`config.mk`:
```
export PLATFORM = sky130hd
export DESIGN_NAME = fault_status_registers
export DESIGN_NICKNAME = d
export VERILOG_FILES = /design/src/hdl/fault_regs_pkg.sv /design/src/hdl/fault_sync.sv /design/src/hdl/sticky_bits.sv /design/src/hdl/fault_status_registers.sv
export SDC_FILE = /design/constraint.sdc
export NUM_CORES = 1
export LEC_CHECK = 0
export BUFFER_PORTS_ARGS = -buffer_cell sky130_fd_sc_hd__buf_4
export CORE_MARGIN = 2
export CORE_UTILIZATION = 59
export DETAILED_ROUTE_END_ITERATION = 7
export PLACE_DENSITY_LB_ADDON = 0.2
export SLEW_MARGIN = 5
export SYNTH_ARGS = -nofsm -noshare
export SYNTH_HDL_FRONTEND = slang
export SYNTH_HIERARCHICAL = 1
export SYNTH_SLANG_ARGS = --single-unit
```
`constraint.sdc`:
```
create_clock -name clk -period 4.9 [get_ports clk]
set_input_delay 0.49 -clock clk [delete_from_list [all_inputs] [get_ports clk]]
set_output_delay 0.49 -clock clk [all_outputs]
set_load 0.1 [all_outputs]
```
`src/hdl/fault_regs_pkg.sv`:
```
// Purpose: shared constants and carriers of the fault status registers
// Assumes: 16-bit command words, 8-bit command codes
// Notes:   all offsets are command codes, not byte addresses
package fault_regs_pkg;

  // ==========================================================================
  // widths
  localparam int unsigned DATA_W   = 16;
  localparam int unsigned CODE_W   = 8;
  localparam int unsigned TYPE_W   = 4;
  localparam int unsigned CS_W     = 4;
  localparam int unsigned FLAG_W   = 7;
  localparam int unsigned RECORD_W = FLAG_W + 1;

  // ==========================================================================
  // command codes
  localparam logic [CODE_W-1:0] CODE_CLEAR_FAULTS    = 8'h03;
  localparam logic [CODE_W-1:0] CODE_PRESENT_PHASE56 = 8'hFA;
  localparam logic [CODE_W-1:0] CODE_PRESENT_SPARE   = 8'hFB;
  localparam logic [CODE_W-1:0] CODE_LAST_CAUSE      = 8'hFB;
  localparam logic [CODE_W-1:0] CODE_CLEAR_NVM       = 8'hFF;

  // ==========================================================================
  // field positions
  localparam int unsigned PH5_LSB      = 12;
  localparam int unsigned PH6_LSB      = 8;
  localparam int unsigned STAGE_OT_BIT = 12;
  localparam int unsigned CS_LSB       = 8;
  localparam int unsigned FLAG_LSB     = 0;
  localparam int unsigned VIN_OV_BIT   = 6;
  localparam int unsigned VIN_UV_BIT   = 5;
  localparam int unsigned VTEMP_BIT    = 4;
  localparam int unsigned TSNS_BIT     = 3;
  localparam int unsigned OUT_OV_BIT   = 2;
  localparam int unsigned OUT_UV_BIT   = 1;
  localparam int unsigned OUT_OC_BIT   = 0;

  // ==========================================================================
  // encodings and reset values
  localparam logic [TYPE_W-1:0] TYPE_NONE         = 4'h0;
  localparam logic [TYPE_W-1:0] TYPE_IN_SW_SHORT  = 4'h1;
  localparam logic [TYPE_W-1:0] TYPE_CUR_LIMIT    = 4'h2;
  localparam logic [TYPE_W-1:0] TYPE_OVER_TEMP    = 4'h4;
  localparam logic [TYPE_W-1:0] TYPE_SW_GND_SHORT = 4'h8;
  localparam logic [CS_W-1:0]   CS_NONE           = 4'h0;
  localparam logic [CS_W-1:0]   CS_PHASE_MAX      = 4'h6;
  localparam logic [DATA_W-1:0] RECORD_CLEAR_WORD = 16'h0000;
  localparam logic [DATA_W-1:0] WORD_ZERO         = 16'h0000;
  localparam logic [RECORD_W-1:0] RECORD_RESET    = 8'h00;

  // ==========================================================================
  // carriers
  typedef struct packed {
    logic              write;
    logic              has_data;
    logic [CODE_W-1:0] code;
    logic [DATA_W-1:0] data;
  } cmd_req_t;

  typedef struct packed {
    logic [TYPE_W-1:0] ph5;
    logic [TYPE_W-1:0] ph6;
  } phase_fault_t;

  // flags: [6] vin ov, [5] vin uv, [4] vtemp ot, [3] tsns ot,
  // [2] out ov, [1] out uv, [0] out oc
  typedef struct packed {
    logic              stage_ot;
    logic [CS_W-1:0]   cs_src;
    logic [FLAG_W-1:0] flags;
  } protect_cause_t;

endpackage

```
`src/hdl/fault_sync.sv`:
```
// Purpose: three-stage input synchroniser with agreement filter
// Assumes: inputs are asynchronous levels
// Notes:   output moves only when stages two and three agree
`timescale 1ns/1ps
module fault_sync
#(
  parameter int unsigned W = 1
)
(
  // clock and reset
  input  wire logic         clk,
  input  wire logic         rst,
  // levels
  input  wire logic [W-1:0] async_in,
  output logic      [W-1:0] sync_out
);

  logic [W-1:0] s1_r;
  logic [W-1:0] s2_r;
  logic [W-1:0] s3_r;
  logic [W-1:0] out_r;
  logic [W-1:0] agree;
  logic [W-1:0] out_nxt;

  assign agree    = ~(s2_r ^ s3_r);
  assign out_nxt  = (agree & s2_r) | (~agree & out_r);
  assign sync_out = out_r;

  always_ff @(posedge clk)
  begin
    if (rst)
    begin
      s1_r  <= '0;
      s2_r  <= '0;
      s3_r  <= '0;
      out_r <= '0;
    end
    else
    begin
      s1_r  <= async_in;
      s2_r  <= s1_r;
      s3_r  <= s2_r;
      out_r <= out_nxt;
    end
  end

endmodule // fault_sync

```
`src/hdl/sticky_bits.sv`:
```
// Purpose: bank of sticky flags with a common clear
// Assumes: set and clear on the same clock
// Notes:   a set in the clear cycle wins so no event is lost
`timescale 1ns/1ps
module sticky_bits
#(
  parameter int unsigned W = 1
)
(
  // clock and reset
  input  wire logic         clk,
  input  wire logic         rst,
  // control
  input  wire logic [W-1:0] set,
  input  wire logic         clr,
  // state
  output logic      [W-1:0] q
);

  logic [W-1:0] q_r;
  logic [W-1:0] q_nxt;

  assign q_nxt = set | (q_r & ~{W{clr}});
  assign q     = q_r;

  always_ff @(posedge clk)
  begin
    if (rst)
      q_r <= '0;
    else
      q_r <= q_nxt;
  end

endmodule // sticky_bits

```
`src/hdl/fault_status_registers.sv`:
```
// Purpose: present-fault and last-protection registers behind the
//          command port of the management bus engine
// Assumes: the bus engine delivers one decoded command per cmd_valid,
//          phase and cause fault sources arrive as asynchronous levels
// Notes:   answers come one clock after the command is taken
`timescale 1ns/1ps

// How it works
// - present-fault bits latch when set and stay set until cleared.
// - the clear-faults command resets all latched present-fault bits.
// - phase five fault type sits in bits 15:12 as one-hot codes.
// - phase six fault type sits in bits 11:8 with the same codes.
// - reserved bits of the phase five/six word ignore writes, read zero.
// - the spare present-fault word is all reserved but shares FBh with the record, so a read returns the record.
// - data-less command FFh clears the nonvolatile-memory fault.
// - last-protection record holds causes; writing 0000h clears it.
// - record bit 12 flags a power-stage temperature trigger.
// - record bits 11:8 name the phase whose current sense tripped.
// - record bits 6, 5, 4: input ov, input uvlo, regulator temp ot.
// - record bits 3..0: sense ot, output ov, output uv, output oc.
module fault_status_registers
(
  // clock and reset
  input  wire logic                          clk,
  input  wire logic                          rst,
  // command port from the bus engine
  input  wire logic                          cmd_valid,
  input  wire fault_regs_pkg::cmd_req_t      cmd_req,
  // answers to the bus engine
  output logic                               rd_valid,
  output logic [fault_regs_pkg::DATA_W-1:0]  rd_data,
  output logic                               cmd_done,
  output logic                               cmd_reject,
  // fault sources, asynchronous levels
  input  wire fault_regs_pkg::phase_fault_t  phase_fault_raw,
  input  wire fault_regs_pkg::protect_cause_t cause_raw,
  // nonvolatile-memory fault, same-clock event and state
  input  wire logic                          nvm_fault_evt,
  output logic                               nvm_fault,
  // summary of latched present faults
  output logic                               present_fault_any
);

  // ==========================================================================
  // synchronised fault sources
  // four clocks of lag buy immunity to one-cycle glitches on the pins
  localparam int unsigned PH_W = 2 * fault_regs_pkg::TYPE_W;
  localparam int unsigned CA_W = fault_regs_pkg::RECORD_W
                                 + fault_regs_pkg::CS_W;

  fault_regs_pkg::phase_fault_t   phase_sync;
  fault_regs_pkg::protect_cause_t cause_sync;

  fault_sync #(.W(PH_W)) u_sync_phase
  (
    .clk      (clk),
    .rst      (rst),
    .async_in (phase_fault_raw),
    .sync_out (phase_sync)
  );

  fault_sync #(.W(CA_W)) u_sync_cause
  (
    .clk      (clk),
    .rst      (rst),
    .async_in (cause_raw),
    .sync_out (cause_sync)
  );

  // ==========================================================================
  // command decode
  logic is_wr;
  logic is_rd;
  logic hit_phase56;
  logic hit_spare;
  logic hit_last;
  logic hit_clr_faults;
  logic hit_clr_nvm;
  logic hit_reg;
  logic data_zero;

  assign is_wr = cmd_valid & cmd_req.write;
  assign is_rd = cmd_valid & ~cmd_req.write;

  assign hit_phase56    = cmd_req.code == fault_regs_pkg::CODE_PRESENT_PHASE56;
  assign hit_last       = cmd_req.code == fault_regs_pkg::CODE_LAST_CAUSE;
  // the spare word only answers where the record does not share its code
  assign hit_spare      = (cmd_req.code == fault_regs_pkg::CODE_PRESENT_SPARE)
                          & ~hit_last;
  assign hit_clr_faults = cmd_req.code == fault_regs_pkg::CODE_CLEAR_FAULTS;
  assign hit_clr_nvm    = cmd_req.code == fault_regs_pkg::CODE_CLEAR_NVM;
  // words that answer a read
  assign hit_reg        = hit_phase56 | hit_spare | hit_last;
  assign data_zero      = cmd_req.data == fault_regs_pkg::RECORD_CLEAR_WORD;

  // send-byte style commands carry no data word
  logic clear_faults;
  logic clear_nvm;
  logic record_clear;

  assign clear_faults = is_wr & hit_clr_faults & ~cmd_req.has_data;
  assign clear_nvm    = is_wr & hit_clr_nvm & ~cmd_req.has_data;
  assign record_clear = is_wr & hit_last & cmd_req.has_data
                        & data_zero;

  // writes to read-only or reserved words change nothing
  logic wr_ok;
  logic rd_ok;
  logic reject_nxt;

  assign wr_ok = clear_faults | clear_nvm | record_clear;
  assign rd_ok = is_rd & hit_reg;

  // ==========================================================================
  // refusals
  // a refused command changes no state; the reject pulse is its only trace
  logic refuse_wr;
  logic refuse_rd;

  assign refuse_wr  = is_wr & ~wr_ok;
  assign refuse_rd  = is_rd & ~rd_ok;
  assign reject_nxt = refuse_wr | refuse_rd;

  // ==========================================================================
  // present faults of phases five and six
  // one synchronised cycle of a fault type is enough to latch it
  fault_regs_pkg::phase_fault_t present_q;

  sticky_bits #(.W(PH_W)) u_present
  (
    .clk (clk),
    .rst (rst),
    .set (phase_sync),
    .clr (clear_faults),
    .q   (present_q)
  );

  // ==========================================================================
  // last-protection record
  logic [fault_regs_pkg::RECORD_W-1:0] record_set;
  logic [fault_regs_pkg::RECORD_W-1:0] record_q;

  // the clear is a plain strobe, so a cause in the clear cycle survives
  assign record_set = {cause_sync.stage_ot, cause_sync.flags};

  sticky_bits #(.W(fault_regs_pkg::RECORD_W)) u_record
  (
    .clk (clk),
    .rst (rst),
    .set (record_set),
    .clr (record_clear),
    .q   (record_q)
  );

  // phase code keeps the latest valid phase; codes above six are ignored
  logic [fault_regs_pkg::CS_W-1:0] cs_src_r;
  logic [fault_regs_pkg::CS_W-1:0] cs_src_nxt;
  logic                            cs_valid;

  assign cs_valid = (cause_sync.cs_src != fault_regs_pkg::CS_NONE)
                    & (cause_sync.cs_src <= fault_regs_pkg::CS_PHASE_MAX);
  assign cs_src_nxt = cs_valid     ? cause_sync.cs_src :
                      record_clear ? fault_regs_pkg::CS_NONE :
                                     cs_src_r;

  always_ff @(posedge clk)
  begin
    if (rst)
      cs_src_r <= fault_regs_pkg::CS_NONE;
    else
      cs_src_r <= cs_src_nxt;
  end

  // ==========================================================================
  // nonvolatile-memory fault
  logic nvm_fault_r;
  logic nvm_fault_nxt;

  // a new fault in the clear cycle survives the clear
  assign nvm_fault_nxt = nvm_fault_evt | (nvm_fault_r & ~clear_nvm);

  always_ff @(posedge clk)
  begin
    if (rst)
      nvm_fault_r <= 1'b0;
    else
      nvm_fault_r <= nvm_fault_nxt;
  end

  // ==========================================================================
  // read words
  logic [fault_regs_pkg::DATA_W-1:0] word_phase56;
  logic [fault_regs_pkg::DATA_W-1:0] word_spare;
  logic [fault_regs_pkg::DATA_W-1:0] word_last;
  logic [fault_regs_pkg::DATA_W-1:0] rd_mux;

  always_comb
  begin
    word_phase56 = fault_regs_pkg::WORD_ZERO;
    word_phase56[fault_regs_pkg::PH5_LSB +: fault_regs_pkg::TYPE_W] =
      present_q.ph5;
    word_phase56[fault_regs_pkg::PH6_LSB +: fault_regs_pkg::TYPE_W] =
      present_q.ph6;
  end

  assign word_spare = fault_regs_pkg::WORD_ZERO;

  always_comb
  begin
    word_last = fault_regs_pkg::WORD_ZERO;
    word_last[fault_regs_pkg::STAGE_OT_BIT] =
      record_q[fault_regs_pkg::FLAG_W];
    word_last[fault_regs_pkg::CS_LSB +: fault_regs_pkg::CS_W] =
      cs_src_r;
    word_last[fault_regs_pkg::VIN_OV_BIT] =
      record_q[fault_regs_pkg::VIN_OV_BIT];
    word_last[fault_regs_pkg::VIN_UV_BIT] =
      record_q[fault_regs_pkg::VIN_UV_BIT];
    word_last[fault_regs_pkg::VTEMP_BIT] =
      record_q[fault_regs_pkg::VTEMP_BIT];
    word_last[fault_regs_pkg::TSNS_BIT] =
      record_q[fault_regs_pkg::TSNS_BIT];
    word_last[fault_regs_pkg::OUT_OV_BIT] =
      record_q[fault_regs_pkg::OUT_OV_BIT];
    word_last[fault_regs_pkg::OUT_UV_BIT] =
      record_q[fault_regs_pkg::OUT_UV_BIT];
    word_last[fault_regs_pkg::OUT_OC_BIT] =
      record_q[fault_regs_pkg::OUT_OC_BIT];
  end

  // record and spare share a code; the record is the one answered
  assign rd_mux = hit_phase56 ? word_phase56 :
                  hit_last    ? word_last :
                  hit_spare   ? word_spare :
                                fault_regs_pkg::WORD_ZERO;

  // ==========================================================================
  // answer registers
  // every taken command gets exactly one of the three pulses
  logic                              rd_valid_r;
  logic [fault_regs_pkg::DATA_W-1:0] rd_data_r;
  logic [fault_regs_pkg::DATA_W-1:0] rd_data_nxt;
  logic                              cmd_done_r;
  logic                              cmd_reject_r;

  // data holds between reads so the engine may shift it out slowly
  assign rd_data_nxt = rd_ok ? rd_mux : rd_data_r;

  always_ff @(posedge clk)
  begin
    if (rst)
      rd_valid_r <= 1'b0;
    else
      rd_valid_r <= rd_ok;
  end

  always_ff @(posedge clk)
  begin
    if (rst)
      rd_data_r <= fault_regs_pkg::WORD_ZERO;
    else
      rd_data_r <= rd_data_nxt;
  end

  always_ff @(posedge clk)
  begin
    if (rst)
      cmd_done_r <= 1'b0;
    else
      cmd_done_r <= wr_ok;
  end

  always_ff @(posedge clk)
  begin
    if (rst)
      cmd_reject_r <= 1'b0;
    else
      cmd_reject_r <= reject_nxt;
  end

  // ==========================================================================
  // fault summary
  // one clock behind the latches, registered like every other output
  logic present_any_r;
  logic present_any_nxt;

  assign present_any_nxt = |present_q;

  always_ff @(posedge clk)
  begin
    if (rst)
      present_any_r <= 1'b0;
    else
      present_any_r <= present_any_nxt;
  end

  // ==========================================================================
  // outputs, all straight from flip-flops
  assign rd_valid          = rd_valid_r;
  assign rd_data           = rd_data_r;
  assign cmd_done          = cmd_done_r;
  assign cmd_reject        = cmd_reject_r;
  assign nvm_fault         = nvm_fault_r;
  assign present_fault_any = present_any_r;

endmodule // fault_status_registers

```
# [Word-level counts from Yosys, hierarchy flattened]
# Index checks and enable logic that the tools add are counted.
[word_totals] register_bits=121 inputBits=50 out_inout_bits=21 word_cells=72
[classes] order_cmp=1 eq_ne=4 n_mux=4 bitwise_logic=42 n_reduce_logical=4
[ops] op="bitwise AND 8 bit" count=4
[ops] op="NOT 8 bit" count=4
[ops] op="bitwise AND 12 bit" count=2
[ops] op="== test 8 bit, second input constant" count=3
[ops] op="NOT 12 bit" count=2
[ops] op="bitwise OR 8 bit" count=3
[ops] op="zero test 16 bit" count=1
[ops] op="2-to-1 mux 16 bit" count=1
[ops] op="bitwise AND 1 bit" count=14
[ops] op="2-to-1 mux 13 bit" count=1
[ops] op="bitwise OR 12 bit" count=1
[ops] op="bitwise XOR 12 bit" count=1
[ops] op="== test 8 x 2 -> 1 bit, second input constant" count=1
[ops] op="2-to-1 mux 4 bit" count=2
[ops] op="OR reduction 8 bit" count=1
[ops] op="bitwise XOR 8 bit" count=1
[ops] op="NOT 1 bit" count=5
[ops] op="bitwise OR 1 bit" count=5
[ops] op="less-or-equal comparator 4 x 3 -> 1 bit, second input constant" count=1
[ops] op="nonzero test 4 bit" count=1
[ops] op="nonzero test 2 bit" count=1

# [Longest topological paths before layout]
# Gate-level depths: netlist of the first run.
[depth] ltp_word=8 depth_mapped=6 depth_no_buf=5

# [Cells and area by module]
# Netlist of the first run, hierarchy kept.
[modules_own_cells] module="fault_sync (u_sync_cause)" n_inst=1 cells_each=125 area_per_inst_um2=1420.1 seq_area_each_um2=960.9
[modules_own_cells] module="fault_status_registers" n_inst=1 cells_each=134 area_per_inst_um2=1097.3 seq_area_each_um2=480.5
[modules_own_cells] module="fault_sync (u_sync_phase)" n_inst=1 cells_each=83 area_per_inst_um2=923.4 seq_area_each_um2=640.6
[modules_own_cells] module="sticky_bits" n_inst=2 cells_each=33 area_per_inst_um2=304.0 seq_area_each_um2=160.2

# [Worst setup path before layout of the first run]
# Ideal clock, no wire load.
[synth_timing] path_kind="in2reg" startpoint="input cmd_req[18] (netlist bit)" endpoint="register u_record.q_r[2] (netlist: u_record/q[2])" setup_time_ns=0.119 arrival_ns=1.845 required_time_ns=4.781 slack_ns=2.936 cell_stages=5 n_path_buf=0 cell_sequence="nand2b_4 or3_1 nor3_1 nand2b_4 a21oi_2"
[synth_between] elab_chain_len=7
[synth_rtl] item="start, declared" line_no="fault_status_registers.sv:28" rtl="input wire fault_regs_pkg::cmd_req_t cmd_req,"
[synth_rtl] item="== test 8 bit" line_no="fault_status_registers.sv:86" rtl="assign hit_last = cmd_req.code == fault_regs_pkg::CODE_LAST_CAUSE;"
[synth_rtl] item="bitwise AND 1 bit (2 in series)" line_no="fault_status_registers.sv:103" rtl="assign record_clear = is_wr & hit_last & cmd_req.has_data"
[synth_rtl] item="bitwise AND 1 bit" line_no="fault_status_registers.sv:104" rtl="& data_zero;"
[synth_rtl] item="via record_clear" line_no="fault_status_registers.sv:99" rtl="logic record_clear;"
[synth_rtl] item="NOT 8 bit" line_no="sticky_bits.sv:23" rtl="assign q_nxt = set | (q_r & ~{W{clr}});"
[synth_rtl] item="bitwise AND 8 bit" line_no="sticky_bits.sv:23"
[synth_rtl] item="bitwise OR 8 bit" line_no="sticky_bits.sv:23"
[synth_rtl] item="end signal, assigned" line_no="sticky_bits.sv:31" rtl="q_r <= q_nxt;"
[synth_rtl] item="end, declared" line_no="sticky_bits.sv:20" rtl="logic [W-1:0] q_r;"
# The timed path passes the listed nets, and every way through them passes these cells.
# A chain may end at the register's enable or synchronous reset.

# [Final worst setup path of the first run]
[layout_timing] startpoint="input cmd_req[23] (netlist bit)" endpoint="register u_record.q_r[2] (netlist: u_record/q[2])"
# Same word-level chain as after synthesis.

==> impl_metrics.csv, run 1 <==
group,metric,value,unit
status,status,"completed",
synthesis,avgSynthCellArea,9.924,um^2
synthesis,synth_edf_count,0,
cts,cts_tree,"done",
pwr,power_switching,468.0,uW
worst_setup_path,cp.arrival,2390,ps
finish,final_nets,529,
routing,drt-initial-drc-count,120,
finish,final_area,0.005151,mm^2
finish,multi_input_area,0.001460,mm^2
cts,cts_buffer_depth,2,
finish,fillCellCount,441,
finish,antenna-diode-count,0,
synthesis,synth_top_area_cell,"dfxtp_1",
synthesis,synth.top_cell.area_share,59.33,%
routing,wl,7.473,mm
synthesis,yosysMostFrequentCell,"dfxtp_1",
synthesis,syn-num-nets,458,
cts,cts-buffers-inserted,17,
pwr,leakagePower,1.964,nW
worst_setup_path,crit_required,5260,ps
global_routing,gr-total-overflow,0,
synthesis,yosysWarnings,6,
sta,timing.fmax,0.4945,GHz
placement,io_buffer_count,69,
flow_run,maxCapViolations,0,
routing,wire_per_inst,13.06,um
routing,first_pass_iters,4,
routing,drc,0,
synthesis,synthDistinctLibCells,32,
worst_setup_path,critPathKind,"input port to flop",
worst_setup_path,cp_num_buf_inv,1,
floorplan,core.rowCount,30,
cts,cts_setup_buffers,0,
finish,drive_gt1_share,25.20,%
pwr,clkPwrFrac,52.5,%
pwr,seq_power_share,43.6,%
cts,cts.sinks,120,
sta,slew_headroom,33.56,%
floorplan,io_pins,71,
worst_setup_path,cpPeakStageDelay,830,ps
sta,min_period_over_period,41.27,%
synthesis,yosys-top-cells-count,"dfxtp_1 (120), a21oi_1 (51), nor2b_1 (50)",
global_routing,grt_first_pass_wirelength,12.43,mm
worst_setup_path,cpLargestDelayFamily,"simple AND/OR/NAND/NOR gates",
cts,h-tree-depth,4,
synthesis,synthArstFlopShare,0,%
global_routing,grt_usage,21.45,%
finish,syn_to_final_growth,27.22,%
cts,clk_latency,510,ps
synthesis,synth.area.top_cells,"dfxtp_1 (59%), nor2b_1 (7.7%), a21oi_1 (6.3%)",
global_routing,grt_pass1_vias,2836,
worst_setup_path,critPathLaunchType,"input port",
floorplan,fp.dieArea,0.007541,mm^2
cts,cts_root_buf,"clkbuf_8",
floorplan,initial_core_util,60.26,%
synthesis,syn_inst,408,
sta,whs,185.2,ps
floorplan,die_h,86.84,um
routing,via_per_inst,5.210,
sta,fin_skew,18.31,ps
cts,postCtsResizedCells,0,
finish,seq_area,0.002402,mm^2
synthesis,ys_seq_elements,120,
floorplan,die_w,86.84,um
routing,detail-route-antenna-nets,0,
pwr,p_per_area,448.1,mW/mm^2
routing,num_vias,2980,
floorplan,core_area,0.006719,mm^2
placement,place_area,0.004556,mm^2
sta,period_minus_slack,2022,ps
pwr,power_frac_comb,3.9,%
worst_setup_path,crit_chain,"buf_4 > nand4_1 > or3_1 > nor3_1 > nand2b_4 > a21oi_2",
placement,dp_hpwl,4.586,mm
sta,hold_viol_final,0,
sta,rsz0062_at_grt,"false",
global_routing,grt_max_degree,73,
pwr,p_sw_share,20.28,%
synthesis,syn_area,0.004049,mm^2
sta,tightest_slew,989.0,ps
synthesis,ys_seq_area_share,59.33,%
placement,gp_congestion,0.8850,
worst_setup_path,crit_slowest_cell,"nor3_1",
cts,clkTransAtPathRegs,60,ps
cts,cts_hold_buf,0,
pwr,vdd_ir_drop_max,297.6,uV
sta,slew_violations,0,
worst_setup_path,endpoint_kind,"flop",
hold_path,min_path_type,"input port to flop",
synthesis,yosys_most_used_dff,"dfxtp_1",
sta,tns,0,ps
worst_setup_path,worstPathMaxFanout,11,
sta,setup_violations,0,
global_routing,antenna_found_initial,0,
pwr,internal_power,1.840,mW
==> area by class of cell <==
class                      instances  area share [%]
inverter                          18           1.312
clock buffer                      20           8.647
timing repair buffer              70           10.20
multi-input combinational        252           28.35
clock inverter                    12           2.915
tap                               80           1.943
sequential                       120           46.64
==> cells in the final DEF, fill, tap and decap left out, drive strengths merged, types with 2 or more instances in the layout <==
cell type  Yosys  layout
or3            7       7
nor2b         60      60
a21oi         57      57
nand2b        18      18
o21ai         21      21
and3           2       2
dfxtp        120     120
nor2           5       5
nand4          2       2
nand3          7       7
nor3           4       4
clkbuf         7      20
clkinvlp       0       3
buf           11      70
nor4           7       7
nand2         44      44
bufinv         0       3
nand3b         4       4
inv           18      18
clkinv         0       6
o311ai         3       3
mux2i          5       5
==> power by group through the flow <==
stage          Clock, mW  Combinational, mW  Sequential [mW]
6_report            1.21             0.0899             1.01
5_1_grt             1.28             0.0978             1.01
4_1_cts             1.23             0.0904             1.01
3_5_place_dp           0             0.0900             1.03
3_3_place_gp           0             0.0883             1.03
2_1_floorplan          0             0.0465             1.03
==> layer usage <==
metal	vias to the layer above	wire length (um)	track usage, %
met4	0	140	11.22
met2	116	3472	33.03
met3	16	499	8.476
met5	-	0	0
met1	1348	3360	25.86
li1	1500	-	-
==> cells by family after synthesis <==
logic type / share of synthesized area (%)
AO/OA/AOI/OAI: 11.31
multiplexers: 1.236
AND/OR/NAND/NOR: 23.42
other: 0.09262
buffers and inverters: 4.604
flip-flops: 59.33
==> through the flow <==
step / setup slack (ps) / total power, mW / cells / util [%]
global route: 2742 / 2.388 / 572 / 76.67
global placement: 2478 / 1.115 / 540 / 67.80
finish: 2878 / 2.308 / 572 / 76.67
floorplan: 2936 / 1.081 / 408 / -
detailed placement: 2383 / 1.117 / 540 / 67.80
CTS: 2899 / 2.328 / 572 / 76.67
==> path summary, 6_finish.rpt <==
check,start,endpoint,slack [ps],depth (start not counted)
max,cmd_req[23],u_record/q[2]$_SDFF_PP0_,2880,6
min,phase_fault_raw[4],u_sync_phase/s1_r[4]$_SDFF_PP0_,190,2
max reg2reg,flop,cs_src_r[2]$_SDFFE_PP0P_,3480,4
min reg2reg,u_sync_phase/s1_r[0]$_SDFF_PP0_,u_sync_phase/s2_r[0]$_SDFF_PP0_,430,1
No activity file was read; power rests on OpenSTA's default activity.
==> run 2, diff against run 1 <==
--- a/config.mk
+++ b/config.mk
@@ -7,7 +7,7 @@
 export LEC_CHECK = 0
 export BUFFER_PORTS_ARGS = -buffer_cell sky130_fd_sc_hd__buf_4
 export CORE_MARGIN = 2
-export CORE_UTILIZATION = 59
+export CORE_UTILIZATION = 49
 export DETAILED_ROUTE_END_ITERATION = 7
 export PLACE_DENSITY_LB_ADDON = 0.2
 export SLEW_MARGIN = 5
==> constraint.sdc (replaced) <==
create_clock -name clk -period 1.7 [get_ports clk]
set_input_delay 0.17 -clock clk [delete_from_list [all_inputs] [get_ports clk]]
set_output_delay 0.17 -clock clk [all_outputs]
set_load 0.1 [all_outputs]
==> impl_metrics.csv, run 2 (synthesized netlist as in run 1, its figures left out) <==
group,metric,value,unit
worst_setup_path,worstPathMaxFanout,13,
sta,hold_viol_final,0,
routing,detail-route-antenna-nets,0,
sta,tns,0,ps
finish,layout_common_cells,"dfxtp_1 (120), buf_4 (78), a21oi_1 (51)",
placement,io_buffer_count,69,
floorplan,io_pins,71,
cts,cts_buffer_depth,2,
status,status,"completed",
cts,h-tree-depth,4,
pwr,power,6.454,mW
worst_setup_path,rrSetupSlack,360,ps
worst_setup_path,rr_endpoint,"cs_src_r[1]$_SDFFE_PP0P_",
sta,slew_violations,0,
worst_setup_path,r2r_cells,4,
hold_path,min_path_type,"input port to flop",
sta,whs,106.3,ps
worst_setup_path,cpPeakStageDelay,520,ps
finish,drive_gt1_share,25.52,%
sta,timing.fmax,0.6597,GHz
global_routing,grt_first_pass_wirelength,12.16,mm
cts,cts_setup_buffers,0,
placement,dp_hpwl,4.937,mm
global_routing,grt_max_degree,59,
routing,num_vias,3004,
sta,tightest_slew,630.6,ps
global_routing,antenna_found_initial,0,
floorplan,die_w,94.90,um
placement,gp_congestion,0.7802,
floorplan,core.rowCount,33,
cts,cts-buffers-inserted,17,
worst_setup_path,crit_chain,"dlygate4sd3_1 > buf_4 > nand2b_1 > or4_4 > or3_1 > a21oi_1",
floorplan,core_area,0.008093,mm^2
cts,cts_tree,"done",
finish,antenna-diode-count,0,
routing,drc,0,
sta,rsz0062_at_grt,"false",
routing,drt-initial-drc-count,98,
worst_setup_path,cp-startpoint,"cmd_valid",
sta,period_minus_slack,1516,ps
floorplan,die_h,94.90,um
routing,via_per_inst,4.768,
worst_setup_path,crit_end,"rd_data[9]$_SDFFE_PP0P_",
sta,setup_violations,0,
sta,setup_slack,184.2,ps
floorplan,fp.dieArea,0.009006,mm^2
sta,min_period_over_period,89.16,%
worst_setup_path,crit_slowest_cell,"dlygate4sd3_1",
cts,clkTransAtPathRegs,60,ps
pwr,p_per_area,1179,mW/mm^2
worst_setup_path,crit_required,2130,ps
cts,cts.sinks,120,
cts,cts_root_buf,"clkbuf_8",
placement,pre_cts_slack,48.38,ps
sta,fin_skew,5.707,ps
finish,mostFrequentLayoutCell,"dfxtp_1",
worst_setup_path,critPathKind,"input port to flop",
floorplan,initial_core_util,50.03,%
routing,wl,7.447,mm
finish,final_util,67.64,%
cts,clk_latency,500,ps
sta,slew_headroom,57.96,%
pwr,leakagePower,2.096,nW
pwr,vdd_ir_drop_max,711.8,uV
global_routing,grt_usage,17.71,%
global_routing,grt_pass1_vias,2840,
finish,syn_to_final_growth,35.20,%
worst_setup_path,critPathLaunchType,"input port",
flow_run,maxCapViolations,0,
routing,wire_per_inst,11.82,um
finish,final_nets,562,
global_routing,gr-total-overflow,0,
routing,first_pass_iters,4,
worst_setup_path,cp.arrival,1940,ps
worst_setup_path,endpoint_kind,"flop",
[run 2: how the worst min path moves through the flow]
| stage | startpoint | end | slack [ps] | cells after the start |
|---|---|---|---|---|
| 2_1_floorplan | rst | u_sync_phase/s2_r[7]$_SDFF_PP0_ | 240 | 1 |
| 3_5_place_dp | phase_fault_raw[1] | u_sync_phase/s1_r[1]$_SDFF_PP0_ | 380 | 2 |
| 3_3_place_gp | phase_fault_raw[7] | u_sync_phase/s1_r[7]$_SDFF_PP0_ | 380 | 2 |
| 6_report | cmd_req[17] | rd_data[12]$_SDFFE_PP0P_ | 110 | 4 |
| 5_1_grt | cmd_req[17] | rd_data[11]$_SDFFE_PP0P_ | 100 | 4 |
| 4_1_cts | cmd_req[17] | rd_data[12]$_SDFFE_PP0P_ | 90 | 4 |
[run 2: through the flow]
step | area, um^2 | cells
floorplan | 4049 | 408
global placement | 4687 | 575
detailed placement | 4687 | 575
CTS | 5474 | 630
global route | 5474 | 630
finish | 5474 | 630
[run 2: where the power goes]
part           leakage, nW  internal, mW  switching, mW
logic                0.852         0.173          0.142
clock network        0.266          2.05           1.19
registers            0.978          2.88         0.0226
total                 2.10          5.10           1.36
[run 2: what timing repair did]
action,CTS,global route
resized for setup,0,0
hold endpoints to repair,22,0
endpoints found under the setup margin,0,0
hold buffers,23,0
[run 2: metal layers]
layer / global-route usage [%] / up-vias / wire length (um)
met4: 7.367 / 0 / 70
met5: 0 / - / 0
met1: 20.60 / 1366 / 3423
met2: 29.43 / 72 / 3549
li1: - / 1560 / -
met3: 6.544 / 6 / 403
[run 2: cell type report]
cell class	count	area [um^2]
Clock buffer	21	459.2
Clock inverter	11	97.59
Timing Repair Buffer	103	855.8
Multi-Input combinational cell	252	1460
Sequential cell	120	2402
Inverter	18	67.56
Fill cell	670	2619
Tap cell	105	131.4
[run 2: worst max-delay path: cells and delay by family]
family	cells	cell delay (ps)
buf+inv	2	630
compound gates	1	140
simple gates	3	990
